==> src/include/fpc_defs.svh <==
// Constants of the front panel indicator controller
`ifndef FPC_DEFS_SVH
`define FPC_DEFS_SVH

// ----------------------------------------
// Timing
// ----------------------------------------
`define FPC_CLK_KHZ       10000
`define FPC_DEB_TIME_US   10000
`define FPC_DEB_CYC       ((`FPC_DEB_TIME_US * `FPC_CLK_KHZ) / 1000)
`define FPC_FLASH_TIME_MS 50
`define FPC_FLASH_CYC     (`FPC_FLASH_TIME_MS * `FPC_CLK_KHZ)
`define FPC_HALF_TIME_MS  500
`define FPC_HALF_TICKS    (`FPC_HALF_TIME_MS / `FPC_FLASH_TIME_MS)
`define FPC_RANGE_TICKS   4'h8

// ----------------------------------------
// Buttons and menu
// ----------------------------------------
`define FPC_BTN_OUT       0
`define FPC_BTN_ABORT     1
`define FPC_BTN_LOCAL     2
`define FPC_BTN_VENC      3
`define FPC_BTN_IENC      4
`define FPC_MENU_LAST     4'h7
`define FPC_MENU_CUR_MASK 16'h000a

// ----------------------------------------
// Register map
// ----------------------------------------
`define FPC_CTRL_OFS      12'h000
`define FPC_STATUS_OFS    12'h004
`define FPC_VSET_OFS      12'h008
`define FPC_ISET_OFS      12'h00c
`define FPC_VLIM_OFS      12'h010
`define FPC_ILIM_OFS      12'h014
`define FPC_MENU_OFS      12'h018
`define FPC_CTRL_PWR      0
`define FPC_LIM_RST       16'hffff
`define FPC_SET_RST       16'h0000
`endif

==> src/include/fpc_pkg.sv <==
// Types of the front panel indicator controller
`default_nettype none
package fpc_pkg;
	typedef enum logic [2:0] {
		FPC_DISP_SET   = 3'b000,
		FPC_DISP_MEAS  = 3'b001,
		FPC_DISP_POWER = 3'b011,
		FPC_DISP_ERR   = 3'b010,
		FPC_DISP_MENU  = 3'b110
	} fpc_disp_t;

	typedef enum logic [1:0] {
		FPC_PANEL_IDLE = 2'b00,
		FPC_PANEL_MENU = 2'b01,
		FPC_PANEL_EDIT = 2'b11
	} fpc_panel_t;

	typedef struct packed {
		logic [4:0]       s0;
		logic [4:0]       s1;
		logic [4:0]       stable;
		logic [4:0]       press;
		logic [4:0][16:0] cnt;
	} fpc_deb_t;

	typedef struct packed {
		logic [1:0] a0;
		logic [1:0] b0;
		logic [1:0] a1;
		logic [1:0] b1;
		logic [1:0] ap;
		logic [1:0] bp;
		logic [1:0] step;
		logic [1:0] up;
	} fpc_quad_t;
endpackage
`default_nettype wire

==> src/include/fpc_if.sv <==
// Button and encoder events from the input stages to the core
`default_nettype none
interface fpc_if;
	logic [4:0] press;
	logic [1:0] step;
	logic [1:0] up;
	modport btn  (output press);
	modport enc  (output step, output up);
	modport core (input press, input step, input up);
endinterface
`default_nettype wire

==> src/hw/fpc_debounce.sv <==
// Button synchroniser and debouncer
`include "fpc_defs.svh"
`default_nettype none
module fpc_debounce #(
	parameter int unsigned DEB_CYC = `FPC_DEB_CYC
) (
	input  wire logic       clk,
	input  wire logic       srst,
	input  wire logic [4:0] btn_n,
	fpc_if.btn              evt
);
	fpc_pkg::fpc_deb_t st;
	fpc_pkg::fpc_deb_t next_st;

	always_comb begin
		next_st = st;
		next_st.s0 = btn_n;
		next_st.s1 = st.s0;
		next_st.press = 5'h0;
		for (int k = 0; k < 5; k++) begin
			// Pins are active low; stable holds the pressed level
			if (st.s1[k] != st.stable[k]) begin
				next_st.cnt[k] = 17'h0;
			end else if (st.cnt[k] == 17'(DEB_CYC - 1)) begin
				next_st.stable[k] = ~st.s1[k];
				next_st.press[k]  = ~st.s1[k];
				next_st.cnt[k]    = 17'h0;
			end else begin
				next_st.cnt[k] = st.cnt[k] + 17'h1;
			end
		end
		if (srst) begin
			next_st    = '0;
			// Synchronisers rest at the released level, so no false press follows
			next_st.s0 = 5'h1f;
			next_st.s1 = 5'h1f;
		end
	end

	always_ff @(posedge clk) begin
		st <= next_st;
	end

	assign evt.press = st.press;
endmodule // fpc_debounce
`default_nettype wire

==> src/hw/fpc_quad.sv <==
// Quadrature decoder for both rotary encoders
`default_nettype none
module fpc_quad (
	input  wire logic       clk,
	input  wire logic       srst,
	input  wire logic [1:0] enc_a,
	input  wire logic [1:0] enc_b,
	fpc_if.enc              evt
);
	fpc_pkg::fpc_quad_t st;
	fpc_pkg::fpc_quad_t next_st;

	always_comb begin
		next_st = st;
		next_st.a0 = enc_a;
		next_st.b0 = enc_b;
		next_st.a1 = st.a0;
		next_st.b1 = st.b0;
		next_st.ap = st.a1;
		next_st.bp = st.b1;
		for (int k = 0; k < 2; k++) begin
			// Double changes are contact noise and are dropped
			next_st.step[k] = (st.a1[k] ^ st.ap[k]) ^ (st.b1[k] ^ st.bp[k]);
			next_st.up[k]   = st.ap[k] ^ st.b1[k];
		end
		// Synchronisers keep sampling in reset so no false step follows it
		if (srst) begin
			next_st.step = 2'h0;
			next_st.up   = 2'h0;
		end
	end

	always_ff @(posedge clk) begin
		st <= next_st;
	end

	assign evt.step = st.step;
	assign evt.up   = st.up;
endmodule // fpc_quad
`default_nettype wire

==> src/hw/fpc_top.sv <==
// Front panel indicator controller with APB register slave
//
// Design decisions made here: the placing of the registers and the APB register port.
`include "fpc_defs.svh"
`default_nettype none
module fpc_top #(
	parameter int unsigned DEB_CYC   = `FPC_DEB_CYC,
	parameter int unsigned FLASH_CYC = `FPC_FLASH_CYC
) (
	input  wire logic                clk,
	input  wire logic                srst,
	input  wire logic                psel,
	input  wire logic                penable,
	input  wire logic                pwrite,
	input  wire logic [11:0]         paddr,
	input  wire logic [31:0]         pwdata,
	output var  logic [31:0]         prdata,
	output var  logic                pready,
	output var  logic                pslverr,
	input  wire logic                output_toggle_button_n,
	input  wire logic                abort_escape_button_n,
	input  wire logic                local_menu_button_n,
	input  wire logic                venc_push_n,
	input  wire logic                ienc_push_n,
	input  wire logic                venc_a,
	input  wire logic                venc_b,
	input  wire logic                ienc_a,
	input  wire logic                ienc_b,
	input  wire logic                output_active,
	input  wire logic                voltage_regulation,
	input  wire logic                current_regulation,
	input  wire logic                err_pending,
	input  wire logic                err_clearable,
	input  wire logic                analog_control_port,
	input  wire logic                host_remote,
	input  wire logic                link_rx_busy,
	input  wire logic                link_tx_busy,
	output var  logic                gen_enable,
	output var  logic                fault_shutdown_en,
	output var  logic                err_clear,
	output var  logic                local_take,
	output var  logic                led_output_active,
	output var  logic                led_fault_shutdown,
	output var  logic                led_remote,
	output var  logic                led_error,
	output var  logic                led_rx,
	output var  logic                led_tx,
	output var  logic                led_vreg,
	output var  logic                led_ireg,
	output var  logic                led_venc,
	output var  logic                led_ienc,
	output var  fpc_pkg::fpc_disp_t  vdisp_sel,
	output var  fpc_pkg::fpc_disp_t  idisp_sel,
	output var  logic                vdisp_s_mark,
	output var  logic                idisp_s_mark
);
	// ----------------------------------------
	// State
	// ----------------------------------------
	typedef struct packed {
		fpc_pkg::fpc_panel_t panel;
		logic                gen_req;
		logic                kill_en;
		logic                err_clear;
		logic                local_take;
		logic                power_sel;
		logic                meas_v;
		logic                meas_i;
		logic [3:0]          menu_pos;
		logic [15:0]         menu_val;
		logic [15:0]         vset;
		logic [15:0]         iset;
		logic [15:0]         vlim;
		logic [15:0]         ilim;
		logic [18:0]         flash_cnt;
		logic                flash_ph;
		logic [3:0]          half_cnt;
		logic                alt_ph;
		logic                rx_seen;
		logic                tx_seen;
		logic [3:0]          vrng;
		logic [3:0]          irng;
		logic [9:0]          led;
		fpc_pkg::fpc_disp_t  vdisp;
		fpc_pkg::fpc_disp_t  idisp;
		logic                vmark;
		logic                imark;
		logic [31:0]         prdata;
		logic                pready;
		logic                pslverr;
	} fpc_core_t;

	fpc_core_t st;
	fpc_core_t next_st;
	fpc_if     evt ();

	// ----------------------------------------
	// Input stages
	// ----------------------------------------
	fpc_debounce #(
		.DEB_CYC (DEB_CYC)
	) u_deb (
		.clk   (clk),
		.srst  (srst),
		.btn_n ({ienc_push_n, venc_push_n, local_menu_button_n,
			abort_escape_button_n, output_toggle_button_n}),
		.evt   (evt.btn)
	);

	fpc_quad u_quad (
		.clk   (clk),
		.srst  (srst),
		.enc_a ({ienc_a, venc_a}),
		.enc_b ({ienc_b, venc_b}),
		.evt   (evt.enc)
	);

	// ----------------------------------------
	// Helpers
	// ----------------------------------------
	// Saturating step; the top bit reports a hit on the range end
	function automatic logic [16:0] fpc_step(
		input logic [15:0] val,
		input logic [15:0] lim,
		input logic        up
	);
		if (up) begin
			return (val >= lim) ? {1'b1, lim} : {1'b0, val + 16'h0001};
		end
		return (val == 16'h0000) ? {1'b1, 16'h0000} : {1'b0, val - 16'h0001};
	endfunction

	function automatic logic fpc_cur_item(input logic [3:0] pos);
		logic [15:0] mask;
		mask = `FPC_MENU_CUR_MASK >> pos;
		return mask[0];
	endfunction

	function automatic logic fpc_mapped(input logic [11:0] addr);
		return addr == `FPC_CTRL_OFS || addr == `FPC_STATUS_OFS
			|| addr == `FPC_VSET_OFS || addr == `FPC_ISET_OFS
			|| addr == `FPC_VLIM_OFS || addr == `FPC_ILIM_OFS
			|| addr == `FPC_MENU_OFS;
	endfunction

	// ----------------------------------------
	// Next state
	// ----------------------------------------
	always_comb begin
		logic        remote;
		logic        tick;
		logic        cur;
		logic        vuse;
		logic        iuse;
		logic        vmeas;
		logic        imeas;
		logic [16:0] res;
		logic [31:0] rd;
		remote = analog_control_port | host_remote;
		tick   = st.flash_cnt == 19'(FLASH_CYC - 1);
		cur    = fpc_cur_item(st.menu_pos);
		res    = 17'h0_0000;
		rd     = 32'h0000_0000;
		// Running output shows measurements; an encoder press flips the choice
		vmeas  = output_active ^ st.meas_v;
		imeas  = output_active ^ st.meas_i;
		case (st.panel)
			fpc_pkg::FPC_PANEL_IDLE: begin
				vuse = !remote;
				iuse = !remote;
			end
			fpc_pkg::FPC_PANEL_MENU: begin
				vuse = 1'b1;
				iuse = 1'b0;
			end
			default: begin
				vuse = !cur;
				iuse = cur;
			end
		endcase
		next_st = st;
		next_st.err_clear  = 1'b0;
		next_st.local_take = 1'b0;

		// Flash and alternation timebase
		next_st.flash_cnt = tick ? 19'h0_0000 : st.flash_cnt + 19'h0_0001;
		if (tick) begin
			next_st.flash_ph = ~st.flash_ph;
			if (st.half_cnt == 4'(`FPC_HALF_TICKS - 1)) begin
				next_st.half_cnt = 4'h0;
				next_st.alt_ph   = ~st.alt_ph;
			end else begin
				next_st.half_cnt = st.half_cnt + 4'h1;
			end
			next_st.vrng = (st.vrng != 4'h0) ? st.vrng - 4'h1 : 4'h0;
			next_st.irng = (st.irng != 4'h0) ? st.irng - 4'h1 : 4'h0;
		end
		// Activity is held until the next flash tick, so short bursts show only if they fall in the lit phase
		if (tick) begin
			next_st.rx_seen = link_rx_busy;
			next_st.tx_seen = link_tx_busy;
		end else begin
			next_st.rx_seen = st.rx_seen | link_rx_busy;
			next_st.tx_seen = st.tx_seen | link_tx_busy;
		end

		// ----------------------------------------
		// Panel state machine
		// ----------------------------------------
		case (st.panel)
			fpc_pkg::FPC_PANEL_IDLE: begin
				if (evt.press[`FPC_BTN_OUT] && !remote) begin
					next_st.gen_req = ~st.gen_req;
				end
				if (evt.press[`FPC_BTN_ABORT]) begin
					next_st.kill_en   = ~st.kill_en;
					next_st.err_clear = err_pending & err_clearable;
				end
				if (evt.press[`FPC_BTN_LOCAL]) begin
					if (remote) begin
						next_st.local_take = 1'b1;
						next_st.gen_req    = 1'b0;
					end else begin
						next_st.panel = fpc_pkg::FPC_PANEL_MENU;
					end
				end
				if (evt.press[`FPC_BTN_VENC] && !remote) begin
					next_st.meas_v = ~st.meas_v;
				end
				if (evt.press[`FPC_BTN_IENC] && !remote) begin
					next_st.meas_i = ~st.meas_i;
				end
				if (evt.step[0] && !remote) begin
					res = fpc_step(st.vset, st.vlim, evt.up[0]);
					next_st.vset = res[15:0];
					if (res[16]) begin
						next_st.vrng = `FPC_RANGE_TICKS;
					end
				end
				if (evt.step[1] && !remote) begin
					res = fpc_step(st.iset, st.ilim, evt.up[1]);
					next_st.iset = res[15:0];
					if (res[16]) begin
						next_st.irng = `FPC_RANGE_TICKS;
					end
				end
			end
			fpc_pkg::FPC_PANEL_MENU: begin
				if (evt.press[`FPC_BTN_ABORT] || remote) begin
					next_st.panel = fpc_pkg::FPC_PANEL_IDLE;
				end else if (evt.press[`FPC_BTN_VENC]) begin
					next_st.panel    = fpc_pkg::FPC_PANEL_EDIT;
					next_st.menu_val = 16'h0000;
				end else if (evt.step[0]) begin
					// Scrolling wraps at both ends, so it never reports a range end
					if (evt.up[0]) begin
						next_st.menu_pos = (st.menu_pos == `FPC_MENU_LAST) ? 4'h0 : st.menu_pos + 4'h1;
					end else begin
						next_st.menu_pos = (st.menu_pos == 4'h0) ? `FPC_MENU_LAST : st.menu_pos - 4'h1;
					end
				end
			end
			fpc_pkg::FPC_PANEL_EDIT: begin
				if (evt.press[`FPC_BTN_ABORT] || remote) begin
					next_st.panel = fpc_pkg::FPC_PANEL_MENU;
				end else if (evt.press[`FPC_BTN_VENC] || evt.press[`FPC_BTN_IENC]) begin
					next_st.panel = fpc_pkg::FPC_PANEL_MENU;
				end else if (evt.step[0] && !cur) begin
					res = fpc_step(st.menu_val, `FPC_LIM_RST, evt.up[0]);
					next_st.menu_val = res[15:0];
					if (res[16]) begin
						next_st.vrng = `FPC_RANGE_TICKS;
					end
				end else if (evt.step[1] && cur) begin
					res = fpc_step(st.menu_val, `FPC_LIM_RST, evt.up[1]);
					next_st.menu_val = res[15:0];
					if (res[16]) begin
						next_st.irng = `FPC_RANGE_TICKS;
					end
				end
			end
			default: begin
				next_st.panel = fpc_pkg::FPC_PANEL_IDLE;
			end
		endcase

		// ----------------------------------------
		// Indicators
		// ----------------------------------------
		next_st.led[0] = output_active;
		next_st.led[1] = next_st.kill_en;
		next_st.led[2] = remote;
		next_st.led[3] = err_pending;
		next_st.led[4] = st.rx_seen & st.flash_ph;
		next_st.led[5] = st.tx_seen & st.flash_ph;
		next_st.led[6] = voltage_regulation;
		next_st.led[7] = current_regulation;
		next_st.led[8] = vuse & ((st.vrng == 4'h0) | st.flash_ph);
		next_st.led[9] = iuse & ((st.irng == 4'h0) | st.flash_ph);

		// ----------------------------------------
		// Display sources
		// ----------------------------------------
		if (st.panel != fpc_pkg::FPC_PANEL_IDLE) begin
			next_st.vdisp = fpc_pkg::FPC_DISP_MENU;
			next_st.idisp = fpc_pkg::FPC_DISP_MENU;
		end else if (err_pending && st.alt_ph) begin
			next_st.vdisp = fpc_pkg::FPC_DISP_ERR;
			next_st.idisp = fpc_pkg::FPC_DISP_ERR;
		end else begin
			next_st.vdisp = vmeas ? fpc_pkg::FPC_DISP_MEAS : fpc_pkg::FPC_DISP_SET;
			if (!imeas) begin
				next_st.idisp = fpc_pkg::FPC_DISP_SET;
			end else if (st.power_sel) begin
				next_st.idisp = fpc_pkg::FPC_DISP_POWER;
			end else begin
				next_st.idisp = fpc_pkg::FPC_DISP_MEAS;
			end
		end
		next_st.vmark = (next_st.vdisp == fpc_pkg::FPC_DISP_SET) & st.flash_ph;
		next_st.imark = (next_st.idisp == fpc_pkg::FPC_DISP_SET) & st.flash_ph;

		// ----------------------------------------
		// APB slave: one wait state, write at the completing edge
		// ----------------------------------------
		if (paddr == `FPC_CTRL_OFS) begin
			rd[`FPC_CTRL_PWR] = st.power_sel;
		end else if (paddr == `FPC_STATUS_OFS) begin
			rd[6:0] = {st.panel, st.gen_req, st.kill_en, remote, err_pending, output_active};
		end else if (paddr == `FPC_VSET_OFS) begin
			rd[15:0] = st.vset;
		end else if (paddr == `FPC_ISET_OFS) begin
			rd[15:0] = st.iset;
		end else if (paddr == `FPC_VLIM_OFS) begin
			rd[15:0] = st.vlim;
		end else if (paddr == `FPC_ILIM_OFS) begin
			rd[15:0] = st.ilim;
		end else if (paddr == `FPC_MENU_OFS) begin
			rd[19:0] = {st.menu_pos, st.menu_val};
		end
		next_st.pready = psel & penable & ~st.pready;
		if (psel && penable && !st.pready) begin
			next_st.prdata  = pwrite ? 32'h0000_0000 : rd;
			next_st.pslverr = ~fpc_mapped(paddr);
		end else begin
			next_st.pslverr = 1'b0;
		end
		// Bus writes win over an encoder step in the same cycle
		if (psel && penable && st.pready && pwrite) begin
			if (paddr == `FPC_CTRL_OFS) begin
				next_st.power_sel = pwdata[`FPC_CTRL_PWR];
			end else if (paddr == `FPC_VSET_OFS) begin
				next_st.vset = pwdata[15:0];
			end else if (paddr == `FPC_ISET_OFS) begin
				next_st.iset = pwdata[15:0];
			end else if (paddr == `FPC_VLIM_OFS) begin
				next_st.vlim = pwdata[15:0];
			end else if (paddr == `FPC_ILIM_OFS) begin
				next_st.ilim = pwdata[15:0];
			end
		end

		if (srst) begin
			next_st      = '0;
			next_st.vset = `FPC_SET_RST;
			next_st.iset = `FPC_SET_RST;
			next_st.vlim = `FPC_LIM_RST;
			next_st.ilim = `FPC_LIM_RST;
		end
	end

	always_ff @(posedge clk) begin
		st <= next_st;
	end

	// ----------------------------------------
	// Outputs
	// ----------------------------------------
	assign prdata             = st.prdata;
	assign pready             = st.pready;
	assign pslverr            = st.pslverr;
	assign gen_enable         = st.gen_req;
	assign fault_shutdown_en  = st.kill_en;
	assign err_clear          = st.err_clear;
	assign local_take         = st.local_take;
	assign led_output_active  = st.led[0];
	assign led_fault_shutdown = st.led[1];
	assign led_remote         = st.led[2];
	assign led_error          = st.led[3];
	assign led_rx             = st.led[4];
	assign led_tx             = st.led[5];
	assign led_vreg           = st.led[6];
	assign led_ireg           = st.led[7];
	assign led_venc           = st.led[8];
	assign led_ienc           = st.led[9];
	assign vdisp_sel          = st.vdisp;
	assign idisp_sel          = st.idisp;
	assign vdisp_s_mark       = st.vmark;
	assign idisp_s_mark       = st.imark;
endmodule // fpc_top
`default_nettype wire

==> config.mk <==
export PLATFORM = sky130hd
export DESIGN_NAME = fpc_top
export DESIGN_NICKNAME = d
export VERILOG_FILES = /design/src/include/fpc_pkg.sv /design/src/include/fpc_if.sv /design/src/hw/fpc_debounce.sv /design/src/hw/fpc_quad.sv /design/src/hw/fpc_top.sv
export VERILOG_INCLUDE_DIRS = /design/src /design/src/include
export SDC_FILE = /design/constraint.sdc
export NUM_CORES = 1
export LEC_CHECK = 0
export ABC_CLOCK_PERIOD_IN_PS = 3100
export BUFFER_PORTS_ARGS = -buffer_cell sky130_fd_sc_hd__buf_2
export CORE_UTILIZATION = 40
export DETAILED_ROUTE_END_ITERATION = 16
export GPL_TIMING_DRIVEN = 0
export PLACE_DENSITY = 0.59
export SYNTH_ARGS = -nofsm -noshare
export SYNTH_HDL_FRONTEND = slang
export SYNTH_SLANG_ARGS = --single-unit
==> constraint.sdc <==
create_clock -name clk -period 3.1 [get_ports clk]
set_input_delay 0.62 -clock clk [delete_from_list [all_inputs] [get_ports clk]]
set_output_delay 0.62 -clock clk [all_outputs]
set_load 0.1 [all_outputs]
==> results.md <==
* Non-filler cells, final at 2665
* PD cells at 508.7 nW/µm²
* Cts bufs inserted at 35
* Multi-input logic area at 8925 µm²
* Worst r2r path cells at 10
* Maximum vdd ir drop at 0.4512 mV
* DIE AREA at 39900 µm²
* Setup-failing EPs final at 0
* Type of the worst min-delay path: input pin to flop
* Filler cell count at 3895
* P_leak at 7.088 nW
* Nets at 2238
* Die width at 199.8 µm
* Crit Path Class: input pin to flop
* Synth warn at 0
* WP data required at 3.47 ns
* Starting Density at 40.48%
* Crit path DAT at 3.35 ns
* Post-synthesis cell count at 1980
* DRT Wirelength at 51250 µm
* Mapped Area at 15640 µm²
* Final Max Slew Viols at 0
* Synthesis-to-layout area growth at 15.39%
* Fraction of layout cells with a size suffix above 1 at 11.65%
* Avg WL per Cell at 19.23 µm
* Worst r2r dst: st[52]
* Pre-CTS setup slack at -0.3900 ns
* Minimum clock period at 2.979 ns
* First-pass GRT wire length at 78360 µm
* Worst Skew at 0.02082 ns
* Drt drc at 0
* Vias at 14955
* CP Capture Point: pready
* Clk buf depth at 3
* Sequential area share after synthesis at 36.73%
* Grt total ovfl at 0
* I/O pin total at 123
* FF-to-FF setup slack at 0.15 ns
* Final HPWL DP at 37800 µm
* Worst-path fanout max at 10
* Yosys reg bits at 287
* Launch point of the worst path: srst
* Antenna Nets Post-Route at 0
* CTS tree: yes
* Final hold viol count at 0
* Final WS setup at 0.1211 ns
* Number of I/O port buffers at 92
* Ys flop type: dfxtp_1
* Hold Slack at 0.1857 ns
* Initial antenna violation count at 3
* Hold Buf Count CTS at 0
* Register area at 5746 µm²
* Cell Rows at 72
* Distinct cells, synth at 81
* GRT Total Usage at 25.51%
* Nature of the critical path startpoint: input pin
* Max-Cap Viols at 0
* Starting DRT DRC Count at 1265
* Worst-path clk slew at 0.06 ns
* DP Cell Count at 2601
* Slew margin rel. at 14.26%
* Drt first pass iters at 6
* Worst r2r src: st[151]
* H-tree levels at 2
* CTS sink cnt at 287
* Worst Tran Pin Value at 1.276 ns
* Largest net degree at the start of global routing at 14
* Fin crit share at 96.09%
* Status: finished clean
* RSZ-0062 raised after global routing: false
* Post-synth EDFFs at 0
* Core Box Area at 38650 µm²
* Via density at 5.612
* Fmax at 335.7 MHz
* Mean Syn Cell Area at 7.901 µm²
* Root Driver: clkbuf_16
* Vias in the first global route at 13982
* Gpl congestion at 0.9503
* Die Y-Extent at 199.8 µm
* Hold wc startpoint: venc_b
* Clk_lat worst skew at 0.54 ns
* Post-synth ARST share at 0%
* Worst setup EP type: flop
* Tot Pwr at 9.183 mW
-- area by class of cell --
class                      count  share of cell area (%)
sequential                   287                   31.83
multi-input combinational   1470                   49.44
buffer                       158                   4.346
timing repair buffer          93                   2.592
tap                          518                   3.590
antenna                        1                 0.01386
clock inverter                12                   1.109
clock buffer                  50                   5.497
inverter                      76                   1.580
-- Yosys cell counts (11+ instances only) --
library cell | instances | area share (%)
buf_4 | 39 | 1.9
nand2_1 | 189 | 4.5
nand4_1 | 33 | 1.3
ha_1 | 50 | 4.0
nand3_1 | 79 | 2.5
dfxtp_1 | 287 | 37
or3_1 | 25 | 1.0
a211oi_1 | 20 | 0.96
xnor2_1 | 65 | 3.6
xor2_1 | 79 | 4.4
mux2i_1 | 24 | 1.5
and3_1 | 36 | 1.4
nor4_1 | 29 | 1.2
a21oi_1 | 96 | 3.1
o21ai_0 | 90 | 2.9
a22o_1 | 12 | 0.67
clkbuf_1 | 96 | 2.3
buf_1 | 11 | 0.26
inv_1 | 76 | 1.8
nor3_1 | 81 | 2.6
o211ai_1 | 51 | 2.4
a22oi_1 | 16 | 0.77
nor2_1 | 256 | 6.1
o22ai_1 | 20 | 0.80
nor2b_1 | 18 | 0.72
or2_2 | 23 | 0.92
-- logic make-up after synthesis --
kind of cell / count (synthesis) / synth area share, %
AO/OA/AOI/OAI: 407 / 17.29
AND/OR/NAND/NOR: 832 / 25.56
buffers and inverters: 234 / 6.726
XOR/XNOR: 144 / 8.062
multiplexers: 25 / 1.608
adder cells (fa/ha/maj): 50 / 3.999
flip-flops: 287 / 36.73
other: 1 / 0.02397
-- placed cells by master (no fill, tap or decap), types with 10 or more instances in the layout --
cell type / Yosys / routed
a211oi_1: 20 / 20
buf_4: 39 / 40
buf_1: 11 / 10
xor2_1: 79 / 79
or2_2: 23 / 23
clkbuf_16: 0 / 35
clkbuf_1: 96 / 98
a22o_1: 12 / 12
o21ai_0: 90 / 90
buf_2: 9 / 99
nand4_1: 33 / 33
a21oi_1: 96 / 96
or3_1: 25 / 25
nor3_1: 81 / 81
dfxtp_1: 287 / 287
o22ai_1: 20 / 20
nand2_1: 189 / 189
o211ai_1: 51 / 51
nor2_1: 256 / 255
inv_1: 76 / 76
nand3_1: 79 / 79
conb_1: 1 / 12
a22oi_1: 16 / 16
ha_1: 50 / 50
nor4_1: 29 / 29
and3_1: 36 / 36
nor2b_1: 18 / 18
xnor2_1: 65 / 65
mux2i_1: 24 / 24
-- metrics by stage --
| step | area, µm² | TNS [ns] | util [%] |
|---|---|---|---|
| 6_report | 18050 | 0 | 46.71 |
| 5_1_grt | 18050 | 0 | 46.70 |
| 4_1_cts | 18000 | 0 | 46.58 |
| 3_5_place_dp | 16790 | -21.86 | 43.45 |
| 3_3_place_gp | 16790 | -18.80 | 43.45 |
| 2_1_floorplan | 15690 | 0 | - |
-- critical path: stages --
cell and delay [ns]:
buf_2 0.08, clkbuf_1 0.55, clkbuf_1 0.52, clkbuf_1 0.71, buf_1 0.65, nor2_1 0.20
-- report_power, final --
part / internal [mW] / switching, mW
clock: 2.59 / 1.69
sequential: 3.74 / 0.0443
combinational: 0.351 / 0.758
total: 6.69 / 2.50
-- state kept, by name, indices dropped and copies added, names as in the netlist, 2 cells and up --
register	flops
u_deb.evt.press	5
vdisp_sel	3
st	124
prdata	20
u_quad.next_st	8
idisp_sel	2
u_quad.evt.step	2
u_deb.st	100
u_quad.evt.up	2
u_quad.st	4
-- worst min-delay path by stage --
stage                                    to  slack [ns]  cells after the start
after floorplan           u_quad.next_st[4]        0.31                      0
after global placement    u_quad.next_st[4]        0.32                      0
after detailed placement  u_quad.next_st[4]        0.32                      0
after CTS                 u_quad.next_st[8]        0.17                      1
after global routing      u_quad.next_st[8]        0.17                      1
final                     u_quad.next_st[8]        0.19                      1
-- layer usage --
metal	global-route usage, %	up-vias	routed length, µm
li1	-	7242	-
met1	34.05	6991	22210
met2	39.57	599	22360
met3	5.830	119	4742
met4	10.46	4	1920
met5	0	-	20
-- what timing repair did --
action,CTS,global route
gates resized for setup,4,21
setup buffers,1,0
setup endpoints to repair,25,33
pin swaps,1,0
cloned,0,0
Note: power is estimated with default switching activity, not from simulation.
